<file path="src/shared/tpcc_regs.svh">
// Purpose: Register map, field positions and counts of the timer block
// Assumes: Byte addresses on a 32-bit APB, one register per word
// Notes:   Definitions only
`ifndef TPCC_REGS_SVH
`define TPCC_REGS_SVH
// Register byte offsets
`define TPCC_CLKCFG  8'h00
`define TPCC_TMOD    8'h04
`define TPCC_T0VAL   8'h08
`define TPCC_T1VAL   8'h0c
`define TPCC_T2CTL   8'h10
`define TPCC_T2VAL   8'h14
`define TPCC_T2REL   8'h18
`define TPCC_CAPCTL  8'h1c
`define TPCC_CAP0    8'h20
`define TPCC_CAP3    8'h2c
`define TPCC_CMP0    8'h30
`define TPCC_CMP2    8'h38
`define TPCC_FLAGS   8'h3c
`define TPCC_IRQEN   8'h40
`define TPCC_IRQPRI  8'h44
`define TPCC_SETEN   8'h48
`define TPCC_RSTEN   8'h4c
`define TPCC_PORT4   8'h50
// Clock config fields
`define TPCC_DIV_LO  0
`define TPCC_MULT    2
`define TPCC_T0SEL   3
// Timer 0/1 mode nibble fields
`define TPCC_GATE    2
`define TPCC_RUN     3
// Timer 2 control fields
`define TPCC_CRS     0
`define TPCC_T2RUN   1
`define TPCC_TXB     4
`define TPCC_RXB     5
`define TPCC_DIR_EN  6
// Flag field: compare flags sit above capture flags
`define TPCC_CMP_LSB 4
// Oscillator clocks per timer 0/1 tick
`define TPCC_OSC_12   12'd12
`define TPCC_OSC_1    12'd1
`define TPCC_OSC_2    12'd2
`define TPCC_OSC_4    12'd4
`define TPCC_OSC_3072 12'd3072
`define TPCC_OSC_1024 12'd1024
// Port 4 reset value and counter tops
`define TPCC_P4_RST  8'hff
`define TPCC_CNT_TOP 16'hffff
`define TPCC_T13_TOP 13'h1fff
`endif

</file>
<file path="src/shared/tpcc_pkg.sv">
// Purpose: Types shared by the timer block
// Assumes: Nothing
// Notes:   Counting modes of timers 0 and 1
package tpcc_pkg;
  typedef enum logic [1:0] {
    TPCC_M13, TPCC_M16, TPCC_M8R, TPCC_MSPLIT
  } tpcc_tmode_t;
endpackage

</file>
<file path="src/logic/tpcc_top.sv">
// Purpose: Timer 0/1 prescale, timer 2 with capture and compare, APB regs
// Assumes: All pins synchronous to clk_sys except the trigger, gate and direction pins
// Notes:   One wait state on every APB access
//
// How it works
// - Divider 00 gives 12, 1 or 2 clocks
// - Divider 10: 12/4; 11: 3072/1024; 01 reserved
// - Tick period ignores timer counting mode
// - Timers 0/1: 13, 16, reload, gated; split on timer 0 only, timer 1 holds
// - Timer 2 baud mode from select bits
// - Timer 2 reload, up/down, clock out
// - Four 16-bit capture registers
// - Trigger edge latches full timer 2 value
// - Capture works in any timer 2 mode
// - Two control bits per pin enable rising and falling capture
// - Rising-edge bit of each pin sets interrupt sense level
// - Triggers are four shared interrupt pins
// - Three 16-bit compare registers checked on each timer 2 step
// - Match sets flag, request only if enabled
// - Compare flags at bits 4 and up
// - Port pins 0-5 set/reset, 6-7 toggle
// - Match 0 sets, match 1 clears pins
// - Match 2 toggles pins 6 and 7
// - Disabled enable bit leaves pin alone
`timescale 1ns/10ps
`include "tpcc_regs.svh"
module tpcc_top (
  // Clock and reset
  input  wire logic        clk_sys,
  input  wire logic        sys_rst,
  // APB slave
  input  wire logic [7:0]  paddr,
  input  wire logic        psel,
  input  wire logic        penable,
  input  wire logic        pwrite,
  input  wire logic [31:0] pwdata,
  output logic      [31:0] prdata,
  output logic             pready,
  output logic             pslverr,
  // Pins
  input  wire logic [3:0]  ext_irq2_capture_trig0,
  input  wire logic [1:0]  timer_gate_pin,
  input  wire logic        timer2_ext_trigger,
  // Port 4 and status outputs
  output logic      [7:0]  match_setreset_out0,
  output logic      [3:0]  ext_irq_active,
  output logic      [1:0]  timer_overflow,
  output logic             timer2_overflow,
  output logic             timer2_clk_out,
  output logic             timer2_baud_mode,
  output logic      [6:0]  irq_request,
  output logic      [6:0]  irq_prio
);
  import tpcc_pkg::*;

  // Oscillator clocks per timer tick, zero when reserved
  function automatic logic [11:0] osc_per_tick(input logic [1:0] dv,
                                               input logic mult,
                                               input logic sel);
    case (dv)
      2'b00:   return sel ? (mult ? `TPCC_OSC_1 : `TPCC_OSC_2)
                          : `TPCC_OSC_12;
      2'b10:   return sel ? `TPCC_OSC_4 : `TPCC_OSC_12;
      2'b11:   return sel ? `TPCC_OSC_1024 : `TPCC_OSC_3072;
      default: return 12'h000;
    endcase
  endfunction

  ////////////////////////////////////////////////////////////////////////
  // Declarations
  logic [4:0]  clk_cfg, next_clk_cfg;          // Divider, mult, selects
  logic [7:0]  tmod, next_tmod;                // Timer 0/1 mode nibbles
  logic [6:0]  timer2_control_reg, next_t2ctl; // Timer 2 control
  logic [15:0] t2rel, next_t2rel;              // Timer 2 reload value
  logic [7:0]  capture_edge_control_reg, next_capctl;
  logic [15:0] cmp [3];                        // Compare registers
  logic [15:0] next_cmp [3];
  logic [6:0]  ext_irq_enable_reg, next_irqen;
  logic [6:0]  ext_irq_priority_reg, next_irqpri;
  logic [5:0]  match_set_enable_reg, next_seten;
  logic [7:0]  match_reset_toggle_enable_reg, next_rsten;
  logic [31:0] next_prdata;
  logic        next_pready, next_pslverr;
  logic        acc, wr;                        // Access and write commit
  logic [15:0] tcnt [2];                       // Timer 0/1 counts
  logic        t_ovf [2];                      // Timer 0/1 overflow
  logic        tick [2];                       // Prescaled tick
  logic [15:0] t2, next_t2;                    // Timer 2 count
  logic        t2_step, next_t2_step;          // Timer 2 moved
  logic        next_t2_ovf, next_t2clk;
  logic [6:0]  timer2_irq_flags_reg, next_flags;
  logic [15:0] cap [4];                        // Capture registers
  logic [15:0] next_cap [4];
  logic [7:0]  next_p4;
  logic [3:0]  trig_s1, trig_s2, trig_d;       // Trigger synchroniser
  logic [1:0]  gate_s1, gate_s2;
  logic        dir_s1, dir_s2;                 // Count direction pin
  logic [3:0]  cap_ev;                         // Qualified trigger edges
  logic [2:0]  hit;                            // Compare matches

  assign acc = psel & penable & ~pready;
  assign wr  = psel & penable & pready & pwrite & ~pslverr;
  assign timer_overflow = {t_ovf[1], t_ovf[0]};

  ////////////////////////////////////////////////////////////////////////
  // APB decode and configuration registers
  always_comb begin
    next_pready  = acc;
    next_pslverr = acc & ((paddr[1:0] != 2'b00) | (paddr > `TPCC_PORT4));
    next_prdata  = 32'h0000_0000;
    if (acc) begin
      // Read mux
      case (paddr)
        `TPCC_CLKCFG: next_prdata = {27'h0, clk_cfg};
        `TPCC_TMOD:   next_prdata = {24'h0, tmod};
        `TPCC_T0VAL:  next_prdata = {16'h0, tcnt[0]};
        `TPCC_T1VAL:  next_prdata = {16'h0, tcnt[1]};
        `TPCC_T2CTL:  next_prdata = {25'h0, timer2_control_reg};
        `TPCC_T2VAL:  next_prdata = {16'h0, t2};
        `TPCC_T2REL:  next_prdata = {16'h0, t2rel};
        `TPCC_CAPCTL: next_prdata = {24'h0, capture_edge_control_reg};
        `TPCC_FLAGS:  next_prdata = {25'h0, timer2_irq_flags_reg};
        `TPCC_IRQEN:  next_prdata = {25'h0, ext_irq_enable_reg};
        `TPCC_IRQPRI: next_prdata = {25'h0, ext_irq_priority_reg};
        `TPCC_SETEN:  next_prdata = {26'h0, match_set_enable_reg};
        `TPCC_RSTEN:  next_prdata = {24'h0, match_reset_toggle_enable_reg};
        `TPCC_PORT4:  next_prdata = {24'h0, match_setreset_out0};
        default: begin
          // Capture and compare windows
          if (paddr >= `TPCC_CAP0 && paddr <= `TPCC_CAP3)
            next_prdata = {16'h0, cap[paddr[3:2]]};
          else if (paddr >= `TPCC_CMP0 && paddr <= `TPCC_CMP2)
            next_prdata = {16'h0, cmp[paddr[3:2]]};
        end
      endcase
    end
    next_clk_cfg = clk_cfg;
    next_tmod    = tmod;
    next_t2ctl   = timer2_control_reg;
    next_t2rel   = t2rel;
    next_capctl  = capture_edge_control_reg;
    next_cmp     = cmp;
    next_irqen   = ext_irq_enable_reg;
    next_irqpri  = ext_irq_priority_reg;
    next_seten   = match_set_enable_reg;
    next_rsten   = match_reset_toggle_enable_reg;
    if (wr) begin
      // Write commit at the completing edge
      case (paddr)
        `TPCC_CLKCFG: next_clk_cfg = pwdata[4:0];
        `TPCC_TMOD:   next_tmod    = pwdata[7:0];
        `TPCC_T2CTL:  next_t2ctl   = pwdata[6:0];
        `TPCC_T2REL:  next_t2rel   = pwdata[15:0];
        `TPCC_CAPCTL: next_capctl  = pwdata[7:0];
        `TPCC_IRQEN:  next_irqen   = pwdata[6:0];
        `TPCC_IRQPRI: next_irqpri  = pwdata[6:0];
        `TPCC_SETEN:  next_seten   = pwdata[5:0];
        `TPCC_RSTEN:  next_rsten   = pwdata[7:0];
        default: begin
          if (paddr >= `TPCC_CMP0 && paddr <= `TPCC_CMP2)
            next_cmp[paddr[3:2]] = pwdata[15:0];
        end
      endcase
    end
  end

  // Configuration and bus registers
  always_ff @(posedge clk_sys or posedge sys_rst) begin
    if (sys_rst) begin
      pready  <= 1'b0;
      pslverr <= 1'b0;
      prdata  <= 32'h0000_0000;
      clk_cfg <= 5'h00;
      tmod    <= 8'h00;
      timer2_control_reg <= 7'h00;
      t2rel   <= 16'h0000;
      capture_edge_control_reg <= 8'h00;
      cmp     <= '{default: 16'h0000};
      ext_irq_enable_reg   <= 7'h00;
      ext_irq_priority_reg <= 7'h00;
      match_set_enable_reg <= 6'h00;
      match_reset_toggle_enable_reg <= 8'h00;
    end else begin
      pready  <= next_pready;
      pslverr <= next_pslverr;
      prdata  <= next_prdata;
      clk_cfg <= next_clk_cfg;
      tmod    <= next_tmod;
      timer2_control_reg <= next_t2ctl;
      t2rel   <= next_t2rel;
      capture_edge_control_reg <= next_capctl;
      cmp     <= next_cmp;
      ext_irq_enable_reg   <= next_irqen;
      ext_irq_priority_reg <= next_irqpri;
      match_set_enable_reg <= next_seten;
      match_reset_toggle_enable_reg <= next_rsten;
    end
  end

  ////////////////////////////////////////////////////////////////////////
  // Input synchronisers
  always_ff @(posedge clk_sys or posedge sys_rst) begin
    if (sys_rst) begin
      trig_s1 <= 4'h0;
      trig_s2 <= 4'h0;
      trig_d  <= 4'h0;
      gate_s1 <= 2'h0;
      gate_s2 <= 2'h0;
      dir_s1  <= 1'b0;
      dir_s2  <= 1'b0;
    end else begin
      trig_s1 <= ext_irq2_capture_trig0;
      trig_s2 <= trig_s1;
      trig_d  <= trig_s2;
      gate_s1 <= timer_gate_pin;
      gate_s2 <= gate_s1;
      dir_s1  <= timer2_ext_trigger;
      dir_s2  <= dir_s1;
    end
  end

  ////////////////////////////////////////////////////////////////////////
  // Timers 0 and 1 with prescaler
  for (genvar i = 0; i < 2; i++) begin : g_tmr
    logic [11:0] pre, next_pre, period;
    logic        next_tick, next_ovf, en;
    logic [15:0] next_cnt;
    logic [3:0]  md;
    tpcc_tmode_t mode;
    assign md     = tmod[i*4 +: 4];
    assign mode   = tpcc_tmode_t'(md[1:0]);
    // Period uses only clock settings, never the mode
    assign period = osc_per_tick(clk_cfg[`TPCC_DIV_LO +: 2],
                                 clk_cfg[`TPCC_MULT],
                                 clk_cfg[`TPCC_T0SEL + i]);
    assign en = tick[i] & md[`TPCC_RUN] &
                (~md[`TPCC_GATE] | gate_s2[i]);
    always_comb begin
      next_pre  = pre + 12'd1;
      next_tick = 1'b0;
      next_ovf  = 1'b0;
      next_cnt  = tcnt[i];
      // Prescaler, stopped on reserved divider
      if (period == 12'h000)
        next_pre = 12'h000;
      else if (pre >= period - 12'd1) begin
        next_pre  = 12'h000;
        next_tick = 1'b1;
      end
      if (en) begin
        case (mode)
          TPCC_M13: begin
            next_cnt = {3'h0, tcnt[i][12:0] + 13'd1};
            next_ovf = tcnt[i][12:0] == `TPCC_T13_TOP;
          end
          TPCC_M16: begin
            next_cnt = tcnt[i] + 16'd1;
            next_ovf = tcnt[i] == `TPCC_CNT_TOP;
          end
          TPCC_M8R: begin
            next_ovf = tcnt[i][7:0] == 8'hff;
            next_cnt[7:0] = next_ovf ? tcnt[i][15:8]
                                     : tcnt[i][7:0] + 8'd1;
          end
          default: begin
            // Split halves on timer 0; timer 1 holds
            if (i == 0) begin
              next_cnt = {tcnt[i][15:8] + 8'd1, tcnt[i][7:0] + 8'd1};
              next_ovf = tcnt[i][7:0] == 8'hff;
            end
          end
        endcase
      end
      if (wr && paddr == `TPCC_T0VAL + 8'(4 * i))
        next_cnt = pwdata[15:0];
    end
    // Timer state
    always_ff @(posedge clk_sys or posedge sys_rst) begin
      if (sys_rst) begin
        pre     <= 12'h000;
        tick[i] <= 1'b0;
        tcnt[i] <= 16'h0000;
        t_ovf[i] <= 1'b0;
      end else begin
        pre     <= next_pre;
        tick[i] <= next_tick;
        tcnt[i] <= next_cnt;
        t_ovf[i] <= next_ovf;
      end
    end
    // Cycles since last tick; zero until a tick after a setup change
    logic [11:0] gap;
    logic [4:0]  cfg_d;
    always_ff @(posedge clk_sys or posedge sys_rst) begin
      if (sys_rst) begin
        gap   <= 12'h000;
        cfg_d <= 5'h00;
      end else begin
        cfg_d <= clk_cfg;
        // First tick after a change may come early; do not time it
        if (clk_cfg != cfg_d || (gap == 12'h000 && !tick[i]))
          gap <= 12'h000;
        else
          gap <= tick[i] ? 12'd1 : gap + 12'd1;
      end
    end

  end

  ////////////////////////////////////////////////////////////////////////
  // Timer 2, capture, compare, flags and port 4
  always_comb begin
    next_t2      = t2;
    next_t2_step = 1'b0;
    next_t2_ovf  = 1'b0;
    next_t2clk   = timer2_clk_out;
    if (timer2_control_reg[`TPCC_T2RUN]) begin
      next_t2_step = 1'b1;
      if (!timer2_control_reg[`TPCC_DIR_EN] || dir_s2) begin
        // Up count; reload only in reload mode
        next_t2_ovf = t2 == `TPCC_CNT_TOP;
        next_t2 = next_t2_ovf ? (timer2_control_reg[`TPCC_CRS] ?
                  16'h0000 : t2rel) : t2 + 16'd1;
      end else begin
        // Down count under direction enable
        next_t2_ovf = t2 == t2rel;
        next_t2 = next_t2_ovf ? `TPCC_CNT_TOP : t2 - 16'd1;
      end
      if (next_t2_ovf)
        next_t2clk = ~timer2_clk_out;
    end
    if (wr && paddr == `TPCC_T2VAL) begin
      next_t2      = pwdata[15:0];
      next_t2_step = 1'b0;
    end
    // Trigger edges, per-pin polarity
    for (int k = 0; k < 4; k++) begin
      cap_ev[k] = (trig_s2[k] & ~trig_d[k] &
                   capture_edge_control_reg[2*k]) |
                  (~trig_s2[k] & trig_d[k] &
                   capture_edge_control_reg[2*k+1]);
      next_cap[k] = cap_ev[k] ? t2 : cap[k];
    end
    // One check per timer step
    for (int k = 0; k < 3; k++)
      hit[k] = t2_step & (t2 == cmp[k]);
    // Set wins over write-one clear
    next_flags = timer2_irq_flags_reg;
    if (wr && paddr == `TPCC_FLAGS)
      next_flags = next_flags & ~pwdata[6:0];
    next_flags = next_flags | {hit, cap_ev};
    // Port 4: write, then toggle, clear, set
    next_p4 = match_setreset_out0;
    if (wr && paddr == `TPCC_PORT4)
      next_p4 = pwdata[7:0];
    if (hit[2])
      next_p4[7:6] = next_p4[7:6] ^
                     match_reset_toggle_enable_reg[7:6];
    if (hit[1])
      next_p4[5:0] = next_p4[5:0] &
                     ~match_reset_toggle_enable_reg[5:0];
    if (hit[0])
      next_p4[5:0] = next_p4[5:0] | match_set_enable_reg;
  end

  // Timer 2 group state
  always_ff @(posedge clk_sys or posedge sys_rst) begin
    if (sys_rst) begin
      t2 <= 16'h0000;
      t2_step <= 1'b0;
      timer2_overflow <= 1'b0;
      timer2_clk_out  <= 1'b0;
      timer2_baud_mode <= 1'b0;
      timer2_irq_flags_reg <= 7'h00;
      cap <= '{default: 16'h0000};
      match_setreset_out0 <= `TPCC_P4_RST;
      ext_irq_active <= 4'h0;
      irq_request <= 7'h00;
      irq_prio <= 7'h00;
    end else begin
      t2 <= next_t2;
      t2_step <= next_t2_step;
      timer2_overflow <= next_t2_ovf;
      timer2_clk_out  <= next_t2clk;
      timer2_baud_mode <= ~timer2_control_reg[`TPCC_CRS] &
        (timer2_control_reg[`TPCC_RXB] |
         timer2_control_reg[`TPCC_TXB]);
      timer2_irq_flags_reg <= next_flags;
      cap <= next_cap;
      match_setreset_out0 <= next_p4;
      for (int k = 0; k < 4; k++)
        ext_irq_active[k] <= capture_edge_control_reg[2*k] ?
                             trig_s2[k] : ~trig_s2[k];
      irq_request <= timer2_irq_flags_reg & ext_irq_enable_reg;
      irq_prio <= ext_irq_priority_reg;
    end
  end
endmodule

</file>
<file path="config.mk">
export PLATFORM = sky130hd
export DESIGN_NAME = tpcc_top
export DESIGN_NICKNAME = d
export VERILOG_FILES = /design/src/shared/tpcc_pkg.sv /design/src/logic/tpcc_top.sv
export VERILOG_INCLUDE_DIRS = /design/src /design/src/shared
export SDC_FILE = /design/constraint.sdc
export NUM_CORES = 1
export LEC_CHECK = 0
export ABC_CLOCK_PERIOD_IN_PS = 13800
export BUFFER_PORTS_ARGS = -buffer_cell sky130_fd_sc_hd__buf_2
export CAP_MARGIN = 20
export CORE_ASPECT_RATIO = 2
export CORE_MARGIN = 10
export CORE_UTILIZATION = 47
export CTS_BUF_LIST = sky130_fd_sc_hd__clkbuf_16
export CTS_CLUSTER_DIAMETER = 150
export DETAILED_ROUTE_END_ITERATION = 8
export GPL_TIMING_DRIVEN = 0
export PLACE_DENSITY = 0.72
export SLEW_MARGIN = 20
export SYNTH_ARGS = -nofsm -noshare
export SYNTH_HDL_FRONTEND = slang
export SYNTH_SLANG_ARGS = --single-unit
export TNS_END_PERCENT = 5
</file>
<file path="constraint.sdc">
create_clock -name clk_sys -period 13.8 [get_ports clk_sys]
set_input_delay 0.69 -clock clk_sys [delete_from_list [all_inputs] [get_ports clk_sys]]
set_output_delay 0.69 -clock clk_sys [all_outputs]
set_load 0.02 [all_outputs]
</file>
==> impl_metrics.csv <==
group,metric,value,unit
status,status,"finished clean",
sta,fin_crit_sh,0.2471,
yosys,synth_cells,1733,
run,cap_viol_max_count,0,
sta,min_period,3.411,ns
cts,ctsLongestPathBuffers,3,
cells_and_area,nets,1961,
worst_setup_path,reg2reg_from,"clk_cfg[0]",
detailed_routing,dr.max_layer_used,"met4",
cells_and_area,final_cell_mix,"dfrtp_1, mux2_2, nand2_1",
worst_setup_path,startpoint,"clk_cfg[0]",
cts,cts_setup_buffers,0,
grt,grt_pass1_vias,15850,
cells_and_area,stdcell_area,20650,um^2
worst_hold_path,worstHoldPathType,"in -> async",
cts,cts_root_buffer,"clkbuf_16",
cts,cts_max_level,2,
grt,grt_max_degree,103,
cells_and_area,multi_input_area,9293,um^2
cts,ctsHoldBuffers,0,
cts,cts_tree,"done",
yosys,synth_edf_count,0,
worst_setup_path,endpoint,"g_tmr[1].pre[7]",
detailed_routing,dr_wl_met2,34660,um
placement,dpl.hpwl,51440,um
sta,max_freq,293.2,MHz
floorplan,start_util,0.4744,
cells_and_area,seq_area,8343,um^2
floorplan,fp.dieH,299.4,um
sta,hold_viol,0,
worst_setup_path,cp-end-kind,"register",
grt,grt_overflow,0,
sta,setup_slack,10.39,ns
detailed_routing,dr_total_vias,14810,
power_and_ir_drop,ir_drop,95.19,uV
yosys,async_flop_share,1.000,
yosys,yosysUniqueCellTypes,81,
cells_and_area,top_register,"cap",
power_and_ir_drop,power.total,2.073,mW
floorplan,boundaryPins,117,
sta,setup_tns,0,ns
placement,place_ws,10.36,ns
cts,clk_latency,0.55,ns
cells_and_area,nFillCells,3435,
detailed_routing,wl_met1,21950,um
yosys,netlist_area,18350,um^2
power_and_ir_drop,power.leakage,9.586,nW
worst_setup_path,reg2reg_slack,10.39,ns
floorplan,coreArea,38670,um^2
floorplan,die_area,47820,um^2
cells_and_area,final_common_cell,"dfrtp_1",
worst_setup_path,rr_worst_depth,12,
placement,placed_cells,2351,
cts,cts_buffers,34,
placement,gp_congestion,1.036,
detailed_routing,route.met3.wl,3700,um
cts,path_clk_slew,0.07,ns
sta,finalMaxSlewViolations,0,
grt,grt_use_total,0.2756,
sta,finalClockSkew,0.02427,ns
cts,cts.sinks,333,
worst_setup_path,worstPathMaxFanout,10,
detailed_routing,ant_nets,0,
cts,cts_resized,0,
sta,setup_viol,0,
yosys,ys_seq_area_frac,0.4548,
worst_setup_path,start_kind,"register",
cells_and_area,area_delta_synth_final,12.57,%
grt,grt_pass1_wl,99510,um
detailed_routing,initialDrtViolationCount,1132,
floorplan,die_w,159.7,um
placement,place_area,19560,um^2
power_and_ir_drop,power_density,100.4,nW/um^2
worst_setup_path,cp.required,14.27,ns
detailed_routing,drc,0,
sta,rsz0062_at_grt,"false",
yosys,synth-main-ff-cell,"dfrtp_1",
sta,maxSlewHeadroom,0.3269,
floorplan,std_cell_rows,102,
grt,antenna_found_initial,2,
cells_and_area,drive_above_1_share,0.2261,
yosys,yosys_warnings,0,
cells_and_area,instances_no_fill,2415,
detailed_routing,dr.pass1.iters,5,
worst_setup_path,crit_type,"reg -> reg",
cells_and_area,reg_top3,"cap x64, cmp x48, tcnt x32",
yosys,synth.avg_cell_area,10.59,um^2
sta,worst_pin_slew,1.005,ns
worst_setup_path,crit_arrival,3.88,ns
placement,portBuffers,79,
detailed_routing,drt-total-wl,67160,um
detailed_routing,vias_per_cell,6.132,
detailed_routing,wl_per_cell,27.81,um
cells_and_area,largest_register_ffs,64,
yosys,ys_ff_latch,333,
worst_setup_path,reg2reg_to,"g_tmr[1].pre[7]",
critical path, cell delays in order, from the launching register on:
cell,delay [ns]
dfrtp_1,0.54
clkbuf_1,0.37
nor2_1,0.12
nand3_1,0.16
ha_1,0.26
o21ai_0,0.24
ha_1,0.37
a21o_1,0.16
a21oi_1,0.21
o211ai_1,0.15
a211o_1,0.35
clkbuf_1,0.23
nor2_1,0.16
how the worst min path moves through the flow:
stage	start	end	slack, ns	depth (start not counted)
floorplan	dir_s1	dir_s2	0.33	0
global placement	trig_s1[0]	trig_s2[0]	0.33	0
detailed placement	dir_s1	dir_s2	0.34	0
CTS	sys_rst	trig_s1[3]	0.22	2
global route	sys_rst	trig_s1[2]	0.24	2
finish	sys_rst	trig_s1[3]	0.19	2
metal layers:
layer  global-route usage  up-vias
met3              0.04627      336
met4               0.2441        0
met2               0.4969      687
met1               0.2642     7324
met5                    0        -
li1                     -     6462
where the power goes:
part           internal [mW]  leakage, nW  switching [mW]
Clock                  0.510        0.561           0.420
Combinational         0.0421         4.60           0.104
Sequential             0.985         4.43          0.0121
Total                   1.54         9.59           0.536
final cells by class:
type	instances	area share
tap	520	0.03150
antenna	2	0.0002423
clock buffer	34	0.04120
multi-input combinational	1245	0.4500
clock inverter	28	0.01084
inverter	31	0.005998
timing repair buffer	83	0.02351
sequential	333	0.4040
buffer	139	0.03278
Yosys cell counts (8+ instances only):
cell type  number  share of area
buf_1           9         0.0018
a31oi_1        15         0.0051
xnor2_1        60          0.029
nor4_1         19         0.0065
o21ai_0        88          0.024
nor3_1         22         0.0060
o21ai_1         8         0.0022
nand4_1        24         0.0082
a22oi_1        31          0.013
nor2b_1        12         0.0041
nor3b_1        18         0.0074
nor2_1        106          0.022
a21o_1         17         0.0070
buf_4          23         0.0094
o211ai_1       10         0.0041
o22ai_1         8         0.0027
and2_1         13         0.0044
xor2_1         77          0.037
buf_2          31         0.0085
a21oi_1        86          0.023
mux2i_1        38          0.021
a211oi_1       13         0.0053
mux2_4          8         0.0065
nand3_1        55          0.015
clkbuf_1       72          0.015
dfstp_2         8          0.011
o31ai_1        15         0.0061
a222oi_1        9         0.0049
and3_1         11         0.0038
mux4_2         18          0.022
ha_1           42          0.029
inv_1          31         0.0063
nand2_1       132          0.027
dfrtp_1       325           0.44
mux2_2        173           0.11
nand2b_1        8         0.0027
logic make-up after synthesis:
logic type	Yosys count	synth area share
xor gates and xnor gates	137	0.06540
and+or+nand+nor	473	0.1350
DFF	333	0.4547
muxes	238	0.1562
other	1	0.0002044
AOI/OAI and AO/OA	339	0.1166
buffers and inverters	170	0.04324
adders and majority gates	42	0.02864
per-stage QoR:
step	hold slack (ns)	utilization
finish	0.1876	0.5341
global route	0.2398	0.5341
CTS	0.2206	0.5337
detailed placement	0.3363	0.5059
global placement	0.3337	0.5029
floorplan	0.3312	-
(Power assumes the default switching activity.)
